File: src/rtl/tof_cfg_defines.vh
`ifndef TOF_CFG_DEFINES_VH
`define TOF_CFG_DEFINES_VH

// register indexes; byte address is four times the index
`define IDX_TEMP 8'h57
`define IDX_TIMING 8'h5b
`define IDX_DUTY 8'h5c
`define IDX_SYNCINV 8'h6a
`define IDX_PATTERN 8'h6c
`define IDX_SUPSCALE 8'h4f

`define RST_TEMP_FIX 4'h8
`define RST_TIMING 24'h800000
`define RST_DUTY 24'h340000
`define RST_SYNCINV 24'h000000
`define RST_PATTERN 24'h000444
`define RST_SUPSCALE 6'h3f

// temperature register fields
`define TEMP_FIX_HI 12
`define TEMP_FIX_LO 9
`define TEMP_VAL_HI 8
`define TEMP_VAL_LO 0

// timing feature enables
`define BIT_SIMPLE_EN 23
`define BIT_SHUTTER_EN 22
`define BIT_EARLY_LIGHT 21

// duty and output format
`define DUTY_HI 23
`define DUTY_LO 18
`define BIT_LUMPED_DEAD 17
`define BIT_DYN_PDN 16
`define BIT_FLAGS_REPL 15
`define BIT_LINE_POL 14
`define BIT_FRAME_POL 13
`define BIT_ORDER_SEL 12

`define BIT_SYNC_INV 18

`define SCALE_SHIFT 6

// early illumination lead
`define EARLY_LEAD_US 15
`define MCLK_MHZ 200
`define EARLY_LEAD_CYC (`EARLY_LEAD_US * `MCLK_MHZ)

`endif

File: src/rtl/tof_timing_output_config_regs.v
`timescale 1ns/1ps
`include "tof_cfg_defines.vh"

module tof_timing_output_config_regs #(
  parameter DATA_W = 16,
  parameter LEAD_CYC = `EARLY_LEAD_CYC
) (
  input wire MCLK_I,
  input wire SRST_I,
  input wire CYC_I,
  input wire STB_I,
  input wire WE_I,
  input wire [9:0] ADR_I,
  input wire [3:0] SEL_I,
  input wire [31:0] DAT_I,
  output reg [31:0] DAT_O,
  output reg ACK_O,
  input wire TEMP_VALID_I,
  input wire [8:0] TEMP_VALUE_I,
  input wire INTEG_REQ_I,
  input wire INTEG_END_I,
  input wire LINE_SYNC_I,
  input wire FRAME_SYNC_I,
  input wire [DATA_W-1:0] AMBIENT_DATA_I,
  input wire [DATA_W-1:0] FLAG_DATA_I,
  output reg [DATA_W-1:0] AUX_DATA_O,
  output reg LINE_SYNC_OUT_O,
  output reg FRAME_SYNC_OUT_O,
  output reg MOD_ON_O,
  output reg INTEG_START_O,
  output reg INTEG_ACTIVE_O,
  output reg SIMPLE_SETUP_O,
  output reg SHUTTER_ENABLE_O,
  output reg LUMPED_DEAD_TIME_O,
  output reg DYN_POWERDOWN_O,
  output reg OUTPUT_ORDER_SELECT_O,
  output reg [5:0] INTEG_FRACTION_O,
  output reg [5:0] SUPP_FRACTION_O
);

  localparam ST_IDLE = 2'd0;
  localparam ST_LEAD = 2'd1;
  localparam ST_INTEG = 2'd2;
  // last lead count, cut to the counter width on purpose
  localparam [31:0] LEAD_LAST = LEAD_CYC - 1;

  reg [3:0] temp_fix_ff;
  reg [8:0] die_temperature_value_ff;
  reg [23:0] timing_ff;
  reg [23:0] duty_ff;
  reg [23:0] syncinv_ff;
  reg [23:0] pattern_ff;
  reg [5:0] scale_ff;
  reg [1:0] state_ff;
  reg [1:0] nxt_state;
  reg [11:0] lead_cnt_ff;
  reg [11:0] nxt_lead_cnt;
  reg nxt_mod_on;
  reg nxt_integ_start;
  reg [31:0] nxt_rdata;
  wire [23:0] wmask;
  reg [11:0] scaled;

  wire req = CYC_I & STB_I & ~ACK_O;
  wire wr = req & WE_I;
  wire [7:0] idx = ADR_I[9:2];

  wire simple_timing_setup_enable = timing_ff[`BIT_SIMPLE_EN];
  wire early_light_start = timing_ff[`BIT_EARLY_LIGHT];
  wire [5:0] integration_fraction = duty_ff[`DUTY_HI:`DUTY_LO];
  wire flags_replace_background = duty_ff[`BIT_FLAGS_REPL];
  wire line_sync_polarity = duty_ff[`BIT_LINE_POL];
  wire frame_sync_polarity = duty_ff[`BIT_FRAME_POL];
  wire sync_outputs_invert = syncinv_ff[`BIT_SYNC_INV];

  // byte-lane write mask over the 24 implemented bits
  genvar g;
  generate
    for (g = 0; g < 3; g = g + 1) begin : lane
      assign wmask[g*8 +: 8] = {8{SEL_I[g]}};
    end
  endgenerate

  // read mux; reserved and write-only bits read zero
  always @* begin
    nxt_rdata = 32'h00000000;
    case (idx)
      `IDX_TEMP: begin
        nxt_rdata[`TEMP_FIX_HI:`TEMP_FIX_LO] = temp_fix_ff;
        nxt_rdata[`TEMP_VAL_HI:`TEMP_VAL_LO] = die_temperature_value_ff;
      end
      `IDX_TIMING: begin
        nxt_rdata[23:0] = timing_ff;
      end
      `IDX_DUTY: begin
        nxt_rdata[23:0] = duty_ff;
      end
      `IDX_SYNCINV: begin
        nxt_rdata[23:0] = syncinv_ff;
      end
      `IDX_PATTERN: begin
        nxt_rdata[23:0] = pattern_ff;
      end
      `IDX_SUPSCALE: begin
        nxt_rdata[5:0] = scale_ff;
      end
      default: begin
        nxt_rdata = 32'h00000000;
      end
    endcase
  end

  // bus slave: one ack per request, registered one cycle later; unmapped reads give zero
  always @(posedge MCLK_I) begin
    if (SRST_I) begin
      ACK_O <= 1'b0;
      DAT_O <= 32'h00000000;
    end else begin
      ACK_O <= req;
      DAT_O <= req ? nxt_rdata : 32'h00000000;
    end
  end

  // software-written registers
  always @(posedge MCLK_I) begin
    if (SRST_I) begin
      temp_fix_ff <= `RST_TEMP_FIX;
      timing_ff <= `RST_TIMING;
      duty_ff <= `RST_DUTY;
      syncinv_ff <= `RST_SYNCINV;
      pattern_ff <= `RST_PATTERN;
      scale_ff <= `RST_SUPSCALE;
    end else if (wr) begin
      case (idx)
        `IDX_TEMP: begin
          if (SEL_I[1]) begin
            // bits 23:13 are write-only and discarded
            temp_fix_ff <= DAT_I[`TEMP_FIX_HI:`TEMP_FIX_LO];
          end
        end
        `IDX_TIMING: begin
          timing_ff <= (timing_ff & ~wmask) | (DAT_I[23:0] & wmask);
        end
        `IDX_DUTY: begin
          duty_ff <= (duty_ff & ~wmask) | (DAT_I[23:0] & wmask);
        end
        `IDX_SYNCINV: begin
          syncinv_ff <= (syncinv_ff & ~wmask) | (DAT_I[23:0] & wmask);
        end
        `IDX_PATTERN: begin
          pattern_ff <= (pattern_ff & ~wmask) | (DAT_I[23:0] & wmask);
        end
        `IDX_SUPSCALE: begin
          if (SEL_I[0]) begin
            scale_ff <= DAT_I[5:0];
          end
        end
        default: begin
          temp_fix_ff <= temp_fix_ff;
        end
      endcase
    end
  end

  // latch sensor result on each valid conversion
  always @(posedge MCLK_I) begin
    if (SRST_I) begin
      die_temperature_value_ff <= 9'h000;
    end else if (TEMP_VALID_I) begin
      die_temperature_value_ff <= TEMP_VALUE_I;
    end
  end

  // illumination and integration sequencer
  always @* begin
    nxt_state = state_ff;
    nxt_lead_cnt = lead_cnt_ff;
    nxt_mod_on = MOD_ON_O;
    nxt_integ_start = 1'b0;
    case (state_ff)
      ST_IDLE: begin
        if (INTEG_REQ_I) begin
          nxt_mod_on = 1'b1;
          nxt_lead_cnt = 12'h000;
          if (early_light_start) begin
            nxt_state = ST_LEAD;
          end else begin
            nxt_integ_start = 1'b1;
            nxt_state = ST_INTEG;
          end
        end
      end
      ST_LEAD: begin
        if (lead_cnt_ff == LEAD_LAST[11:0]) begin
          nxt_integ_start = 1'b1;
          nxt_state = ST_INTEG;
        end else begin
          nxt_lead_cnt = lead_cnt_ff + 12'h001;
        end
      end
      ST_INTEG: begin
        if (INTEG_END_I) begin
          nxt_mod_on = 1'b0;
          nxt_state = ST_IDLE;
        end
      end
      default: begin
        nxt_state = ST_IDLE;
        nxt_mod_on = 1'b0;
      end
    endcase
  end

  always @(posedge MCLK_I) begin
    if (SRST_I) begin
      state_ff <= ST_IDLE;
      lead_cnt_ff <= 12'h000;
      MOD_ON_O <= 1'b0;
      INTEG_START_O <= 1'b0;
      INTEG_ACTIVE_O <= 1'b0;
    end else begin
      state_ff <= nxt_state;
      lead_cnt_ff <= nxt_lead_cnt;
      MOD_ON_O <= nxt_mod_on;
      INTEG_START_O <= nxt_integ_start;
      INTEG_ACTIVE_O <= (nxt_state == ST_INTEG);
    end
  end

  // supplementary frame fraction
  always @* begin
    scaled = integration_fraction * ({6'h00, scale_ff} + 12'h001);
  end

  // registered control and data outputs
  always @(posedge MCLK_I) begin
    if (SRST_I) begin
      SIMPLE_SETUP_O <= 1'b1;
      SHUTTER_ENABLE_O <= 1'b0;
      LUMPED_DEAD_TIME_O <= 1'b0;
      DYN_POWERDOWN_O <= 1'b0;
      OUTPUT_ORDER_SELECT_O <= 1'b0;
      INTEG_FRACTION_O <= 6'h0d;
      SUPP_FRACTION_O <= 6'h0d;
      LINE_SYNC_OUT_O <= 1'b0;
      FRAME_SYNC_OUT_O <= 1'b0;
      AUX_DATA_O <= {DATA_W{1'b0}};
    end else begin
      SIMPLE_SETUP_O <= simple_timing_setup_enable;
      SHUTTER_ENABLE_O <= timing_ff[`BIT_SHUTTER_EN];
      // placement only meaningful in simple mode
      LUMPED_DEAD_TIME_O <= simple_timing_setup_enable & duty_ff[`BIT_LUMPED_DEAD];
      DYN_POWERDOWN_O <= duty_ff[`BIT_DYN_PDN];
      OUTPUT_ORDER_SELECT_O <= duty_ff[`BIT_ORDER_SEL];
      INTEG_FRACTION_O <= integration_fraction;
      SUPP_FRACTION_O <= scaled[11:`SCALE_SHIFT];
      LINE_SYNC_OUT_O <= LINE_SYNC_I ^ line_sync_polarity ^ sync_outputs_invert;
      FRAME_SYNC_OUT_O <= FRAME_SYNC_I ^ frame_sync_polarity ^ sync_outputs_invert;
      AUX_DATA_O <= flags_replace_background ? FLAG_DATA_I : AMBIENT_DATA_I;
    end
  end

endmodule

File: config.mk
export PLATFORM = sky130hd
export DESIGN_NAME = tof_timing_output_config_regs
export DESIGN_NICKNAME = d
export VERILOG_FILES = /design/src/rtl/tof_timing_output_config_regs.v
export VERILOG_INCLUDE_DIRS = /design/src /design/src/rtl
export SDC_FILE = /design/constraint.sdc
export NUM_CORES = 1
export LEC_CHECK = 0
export ABC_CLOCK_PERIOD_IN_PS = 6700
export BUFFER_PORTS_ARGS = -buffer_cell sky130_fd_sc_hd__buf_2
export CAP_MARGIN = 20
export CORE_ASPECT_RATIO = 0.75
export CORE_MARGIN = 2
export CORE_UTILIZATION = 40
export DETAILED_ROUTE_END_ITERATION = 12
export PLACE_DENSITY = 0.69
export RECOVER_POWER = 100
export SKIP_LAST_GASP = 1
export SYNTH_ARGS = -nofsm -noshare
export SYNTH_HDL_FRONTEND = slang
export SYNTH_SLANG_ARGS = --single-unit
File: constraint.sdc
create_clock -name MCLK_I -period 6.7 [get_ports MCLK_I]
set_clock_uncertainty 0.1 [all_clocks]
set_input_delay 1.34 -clock MCLK_I [delete_from_list [all_inputs] [get_ports MCLK_I]]
set_output_delay 1.34 -clock MCLK_I [all_outputs]
set_load 0.02 [all_outputs]
==> impl_results.md, run 1 <==
- DP Worst Slack: 1.914 ns
- DRT Pass-1 Iters: 7
- Core area: 21990 um^2
- Clock period minus final worst setup slack: 5.257 ns
- Post-DR vias/cell: 5.271
- CP required: 6.96 ns
- Ys flop type: dfxtp_1
- DR WL/cell: 16.07 um
- Chip width: 176.7 um
- CTS Hold Buffers Added: 0
- Reg2reg end: SUPP_FRACTION_O[5]$_SDFF_PP0_
- Final setup TNS: 0 ns
- Layout cell share with drive strength beyond 1: 0.1208
- CTS Sinks: 192
- RSZ-0062 raised after global routing: no
- Initial antenna violation count: 0
- R2r setup slk: 1.65 ns
- Setup ws final: 1.443 ns
- Crit path max fanout: 65
- Slew headroom: -1.016
- Inst Count DP: 1388
- Remaining antenna violation count after routing: 0
- Clk Latency, worst-skew pair: 0.44 ns
- Vias in the first global route: 7002
- Final period utilization: 0.7846
- Crit. End Element: flip-flop
- Sequential share of the synthesized area: 0.4296
- First-pass GRT wire length: 36460 um
- Post-synth ARST share: 0
- Worst path cell trace: clkbuf_1 > inv_1 > clkbuf_1 > nand4b_1 > a21oi_1 > nor2b_1
- Startpoint class of the critical path: primary input
- Routed WL: 22820 um
- Starting Density: 0.4068
- Synth Area per Inst: 8.929 um^2
- Fin. Hold Viols: 0
- Layout area overhead: 14.99%
- PwrDens: 221.3 nW/um^2
- Synth unique cells: 59
- Hold Crit Class: reg -> reg
- Max stage delay on crit path: 1.07 ns
- CP max-delay cell: clkbuf_1
- Crit path top cell by count: clkbuf_1
- Post-CTS Setup Bufs: 0
- Crit path DAT: 5.52 ns
- CTS tree: done
- CTS Buf Count: 17
- Cell count along the critical path: 6
- Count of final setup violators: 0
- CP delay by family, top: buffers and inverters
- Via count: 7485
- GP Congestion: 0.8070
- Critical path buffer and inverter count: 3
- Leak: 3.981 nW
- Setup crit end: DAT_O[21]$_SDFF_PP0_
- Clock slew at reported path FFs: 0.07 ns
- H-Tree Depth: 4
- Reg-to-reg startpoint: scale_ff[0]$_SDFFE_PP1P_
- Failing checks: capacitance limit, slew limit
- Cells on worst reg2reg path: 15
- IO Pins: 168
- Max-cap viol count: 2
- Post-Syn Instances: 1002
- Full die area: 23590 um^2
- Number of gates resized after CTS: 0
- Final hold slack: 0.3545 ns
- Highest clock rate: 0.1902 GHz
- Critical path class: in -> reg
- Max-slew violations: 144
- GR Util All Layers: 0.1930
- Post-Syn Area: 8947 um^2
- Final net count: 1248
- Post-DP HPWL: 15780 um
- Critical path startpoint: SRST_I
- DRC Markers: 0
- CTS Root Cell: clkbuf_16
- Overall power: 2.277 mW
- # rows: 47
- Pin slew with the least headroom to its limit: 3.024 ns
- Status: finished with violations
- Clock buffer depth: 2
- GRT Residual Overflow: 0
- Pin count of the biggest net entering global routing: 78
- Synthesis Warnings: 0
- Number of port buffers: 148
- Post-synth EDFFs: 0
- Synthesized flop and latch total: 192
- Diode count: 0
- Final Non-Filler Cells: 1420
- Initial DRC count: 701
- Die extent in y: 133.5 um
- Worst vdd ir: 0.0001680 V
[cells in the final DEF (no fill, tap or decap), types with 5 or more instances in the layout]
cell type  count
a22oi_1        7
fa_1          19
nand3_1       72
o21ai_0       10
o22ai_1        6
ha_1          19
nand2b_1       6
a22o_1        36
nand2_1      141
dfxtp_1      192
clkbuf_1      67
xor2_1         7
buf_2         83
a222oi_1      17
inv_1         28
clkbuf_16     17
xnor2_1       16
buf_4          5
conb_1         8
a21oi_1       86
and2_1        21
nor2b_1       39
nor3_1         7
mux2i_1       59
nor2_1        79
[tightest hold or removal path: stages, from the launching register on]
cell     delay, ns
dfxtp_1       0.31
nand2_1       0.05
a21oi_1       0.05
[final cells by class]
class	instances	area, um^2
Fill cell	2181	11710
Timing Repair Buffer	156	709.4
Clock inverter	14	140.1
Tap cell	294	367.9
Inverter	28	105.1
Sequential cell	192	3844
Clock buffer	18	439.2
Multi-Input combinational cell	718	4683
[where the power goes]
| part | switching, mW | internal [mW] |
|---|---|---|
| clock network | 0.493 | 0.506 |
| registers | 0.00483 | 1.15 |
| logic | 0.0832 | 0.0386 |
| total | 0.581 | 1.70 |
[cell families (layout without fill, tap and decap cells)]
logic type / count (synthesis) / count (layout) / share of synthesized area
adder cells (fa/ha/maj): 38 / 38 / 0.06908
buffers and inverters: 99 / 216 / 0.04978
multiplexers: 59 / 59 / 0.06601
other: 1 / 8 / 0.0004191
XOR/XNOR: 25 / 25 / 0.02867
AND/OR/NAND/NOR: 412 / 412 / 0.2257
flip-flops: 192 / 192 / 0.4296
AO/OA/AOI/OAI: 176 / 176 / 0.1308
[stage by stage]
stage               utilization  area (um^2)
floorplan                     -         8974
global placement         0.4461         9811
detailed placement       0.4461         9811
CTS                      0.4724        10390
global route             0.4678        10290
finish                   0.4678        10290
[synthesized netlist by cell type, types with 3 or more instances]
| master | instances | area, um^2 |
|---|---|---|
| mux2i_1 | 59 | 590.6 |
| buf_2 | 21 | 105.1 |
| clkbuf_1 | 36 | 135.1 |
| nand2b_1 | 6 | 37.54 |
| nor3b_1 | 3 | 22.52 |
| xnor2_1 | 16 | 140.1 |
| and3b_1 | 3 | 26.28 |
| or2_2 | 5 | 31.28 |
| dfxtp_1 | 192 | 3844 |
| a222oi_1 | 17 | 170.2 |
| buf_4 | 8 | 60.06 |
| a21oi_1 | 86 | 430.4 |
| nor2b_1 | 39 | 244.0 |
| o22ai_1 | 6 | 37.54 |
| a22o_1 | 36 | 315.3 |
| nand2_1 | 141 | 529.3 |
| nor3_1 | 7 | 35.03 |
| buf_1 | 4 | 15.01 |
| and4_1 | 3 | 26.28 |
| nor2_1 | 79 | 296.5 |
| nor4_1 | 4 | 25.02 |
| nand3b_1 | 3 | 22.52 |
| a22oi_1 | 7 | 52.55 |
| o21ai_0 | 10 | 50.05 |
| xor2_1 | 7 | 61.31 |
| and2_1 | 23 | 143.9 |
| fa_1 | 19 | 380.4 |
| and3_1 | 4 | 25.02 |
| ha_1 | 19 | 237.7 |
| inv_1 | 28 | 105.1 |
| nand3_2 | 3 | 30.03 |
| nand3_1 | 72 | 360.4 |
[worst min-delay path by stage]
stage	from	end	slack (ns)	cells past startpoint
final	flip-flop	flip-flop	0.35	2
after global routing	flip-flop	flip-flop	0.37	2
after global placement	flip-flop	flip-flop	0.34	2
after floorplan	flip-flop	flip-flop	0.33	2
after detailed placement	flip-flop	flip-flop	0.35	2
after CTS	flip-flop	flip-flop	0.36	2
[routing by layer]
metal  track usage  part of all wire  vias up
met5             0                 0        -
met4       0.03627            0.0063        0
met3       0.04167             0.072       13
met2        0.2995              0.45      242
met1        0.2777              0.47     3558
li1              -                 -     3672
No activity file was read; power rests on OpenSTA's default activity.
==> run 2: changes to the inputs <==
ABC_CLOCK_PERIOD_IN_PS = 4300   (was 6700)
PLACE_DENSITY = 0.71   (was 0.69)
clock period = 4.3 ns   (was 6.7 ns; I/O delays follow)
==> run 2 against run 1 <==
Effect of this change: critical path depth up 10; via count up 1.2%; clock power up 66%; the run still ends with capacitance limit, slew limit left; global-route usage up 0.12 points; highest routed layer unchanged; power up 61%.
==> impl_results.md, run 2 (synthesis results as in run 1) <==
- Layout cell share with drive strength beyond 1: 0.1477
- Clock slew at reported path FFs: 0.08 ns
- Post-DP HPWL: 16200 um
- Reg-to-reg startpoint: scale_ff[0]$_SDFFE_PP1P_
- Final Instance Area: 10600 um^2
- Post-DR vias/cell: 5.241
- CTS Root Cell: clkbuf_16
- Hold Path Cell Cnt: 2
- # rows: 47
- Max-cap viol count: 1
- Final period utilization: 0.9635
- DRT Pass-1 Iters: 9
- Worst path cell trace: buf_4 > nand3_1 > xor2_1 > buf_4 > nor2b_1 > fa_1 > inv_1 > fa_1 > fa_1 > inv_1 > ha_1 > and4b_1 > a41oi_2 > nor3_2 > or4_1 > a21oi_1
- First-pass GRT wire length: 36760 um
- Remaining antenna violation count after routing: 0
- Chip width: 176.7 um
- Storage element area: 3852 um^2
- Overall power: 3.658 mW
- Final Non-Filler Cells: 1445
- Fin. Hold Viols: 0
- Clock period minus final worst setup slack: 4.143 ns
- Commonest non-fill, non-tap cell in the layout: dfxtp_1
- Setup ws final: 0.1571 ns
- Pin slew with the least headroom to its limit: 1.830 ns
- Final setup TNS: 0 ns
- Full die area: 23590 um^2
- Failing checks: capacitance limit, slew limit
- Die extent in y: 133.5 um
- Clock buffer depth: 2
- DRC Markers: 0
- Multi-input logic area: 4756 um^2
- Pin count of the biggest net entering global routing: 87
- Layout area overhead: 18.45%
- Max stage delay on crit path: 0.56 ns
- Core area: 21990 um^2
- Final net count: 1273
- Reg2reg end: SUPP_FRACTION_O[5]$_SDFF_PP0_
- Crit path max fanout: 6
- Inst Count DP: 1412
- CP max-delay cell: fa_1
- Startpoint class of the critical path: flip-flop
- Commonest cells after routing, fill and taps aside: 189 x dfxtp_1, 141 x nand2_1, 86 x a21oi_1
- Starting Density: 0.4068
- Final Util: 0.4819
- Slew headroom: -0.2200
- Crit path DAT: 4.41 ns
- Number of port buffers: 148
- DR WL/cell: 16.06 um
- Crit. End Element: flip-flop
- GR Util All Layers: 0.1942
- Count of final setup violators: 0
- Leak: 4.126 nW
- GRT Residual Overflow: 0
- Highest clock rate: 0.2414 GHz
- CTS Buf Count: 17
- H-Tree Depth: 4
- Vias in the first global route: 7035
- Hold Crit Class: reg -> reg
- Initial antenna violation count: 0
- Initial DRC count: 693
- Worst vdd ir: 0.0002913 V
- DP Worst Slack: -0.1159 ns
- # fillers: 2119
- CP delay by family, top: adder cells
- CP required: 4.57 ns
- GP Congestion: 0.8211
- Via count: 7573
- PwrDens: 345.1 nW/um^2
- CTS tree: done
- RSZ-0062 raised after global routing: no
- Cells on worst reg2reg path: 16
- Status: finished with violations
- Clk Latency, worst-skew pair: 0.44 ns
- Routed WL: 23210 um
- Max-slew violations: 87
- CTS Sinks: 192
- DP Area: 9998 um^2
- Critical path buffer and inverter count: 4
- IO Pins: 168
- Critical path class: reg -> reg
- Crit path top cell by count: fa_1
- R2r setup slk: 0.16 ns
- Diode count: 0
- Final hold slack: 0.3566 ns
run 2: changes by cell type in the layout (fill, tap and decap cells not counted), sizes merged:
cell    delta
buf       +21
bufinv     +1
clkinv     -1
clkbuf     +4
run 2: final cells by class:
type	instances	share of cell area
clock buffers	18	0.04144
clock inverters	14	0.01783
inverters	28	0.009917
multi-input cells	718	0.4488
flip-flops and latches	192	0.3635
well taps	294	0.03471
repair buffers	181	0.08382
run 2: worst max path at each step:
stage	slack, ns	cells past startpoint	from	endpoint
4_1_cts	0.01	15	scale_ff[0]$_SDFFE_PP1P_	SUPP_FRACTION_O[5]$_SDFF_PP0_
6_report	0.16	16	scale_ff[0]$_SDFFE_PP1P_	SUPP_FRACTION_O[5]$_SDFF_PP0_
2_1_floorplan	0.06	15	scale_ff[0]$_SDFFE_PP1P_	SUPP_FRACTION_O[5]$_SDFF_PP0_
3_3_place_gp	0.09	16	scale_ff[0]$_SDFFE_PP1P_	SUPP_FRACTION_O[4]$_SDFF_PP0_
5_1_grt	0.007	16	scale_ff[0]$_SDFFE_PP1P_	SUPP_FRACTION_O[5]$_SDFF_PP0_
3_5_place_dp	-0.12	15	scale_ff[0]$_SDFFE_PP1P_	SUPP_FRACTION_O[5]$_SDFF_PP0_
run 2: what timing repair did:
| action | CTS | global route |
|---|---|---|
| resized for setup | 2 | 18 |
| pin swaps | 2 | 4 |
| endpoints found under the setup margin | 5 | 5 |
| setup buffers | 0 | 1 |
| hold buffers | 0 | 0 |
run 2: routing by layer:
layer	up-vias	part of all wire	GRT usage
met2	248	0.45	0.2999
li1	3718	-	-
met1	3593	0.48	0.2753
met5	-	0	0
met3	14	0.064	0.04766
met4	0	0.0086	0.04040
run 2: worst register-to-register path: cells and delay by family, from the launching register on:
family | cells | cell delay [ns]
fa+ha+maj | 4 | 1.86
simple gates | 5 | 0.84
buf+inv | 4 | 0.42
flops | 1 | 0.37
compound gates | 2 | 0.33
xor+xnor | 1 | 0.16
run 2: report_power, final:
part	switching [mW]	internal, mW
registers	0.00771	1.79
logic	0.130	0.0626
clock network	0.805	0.860
total	0.942	2.72
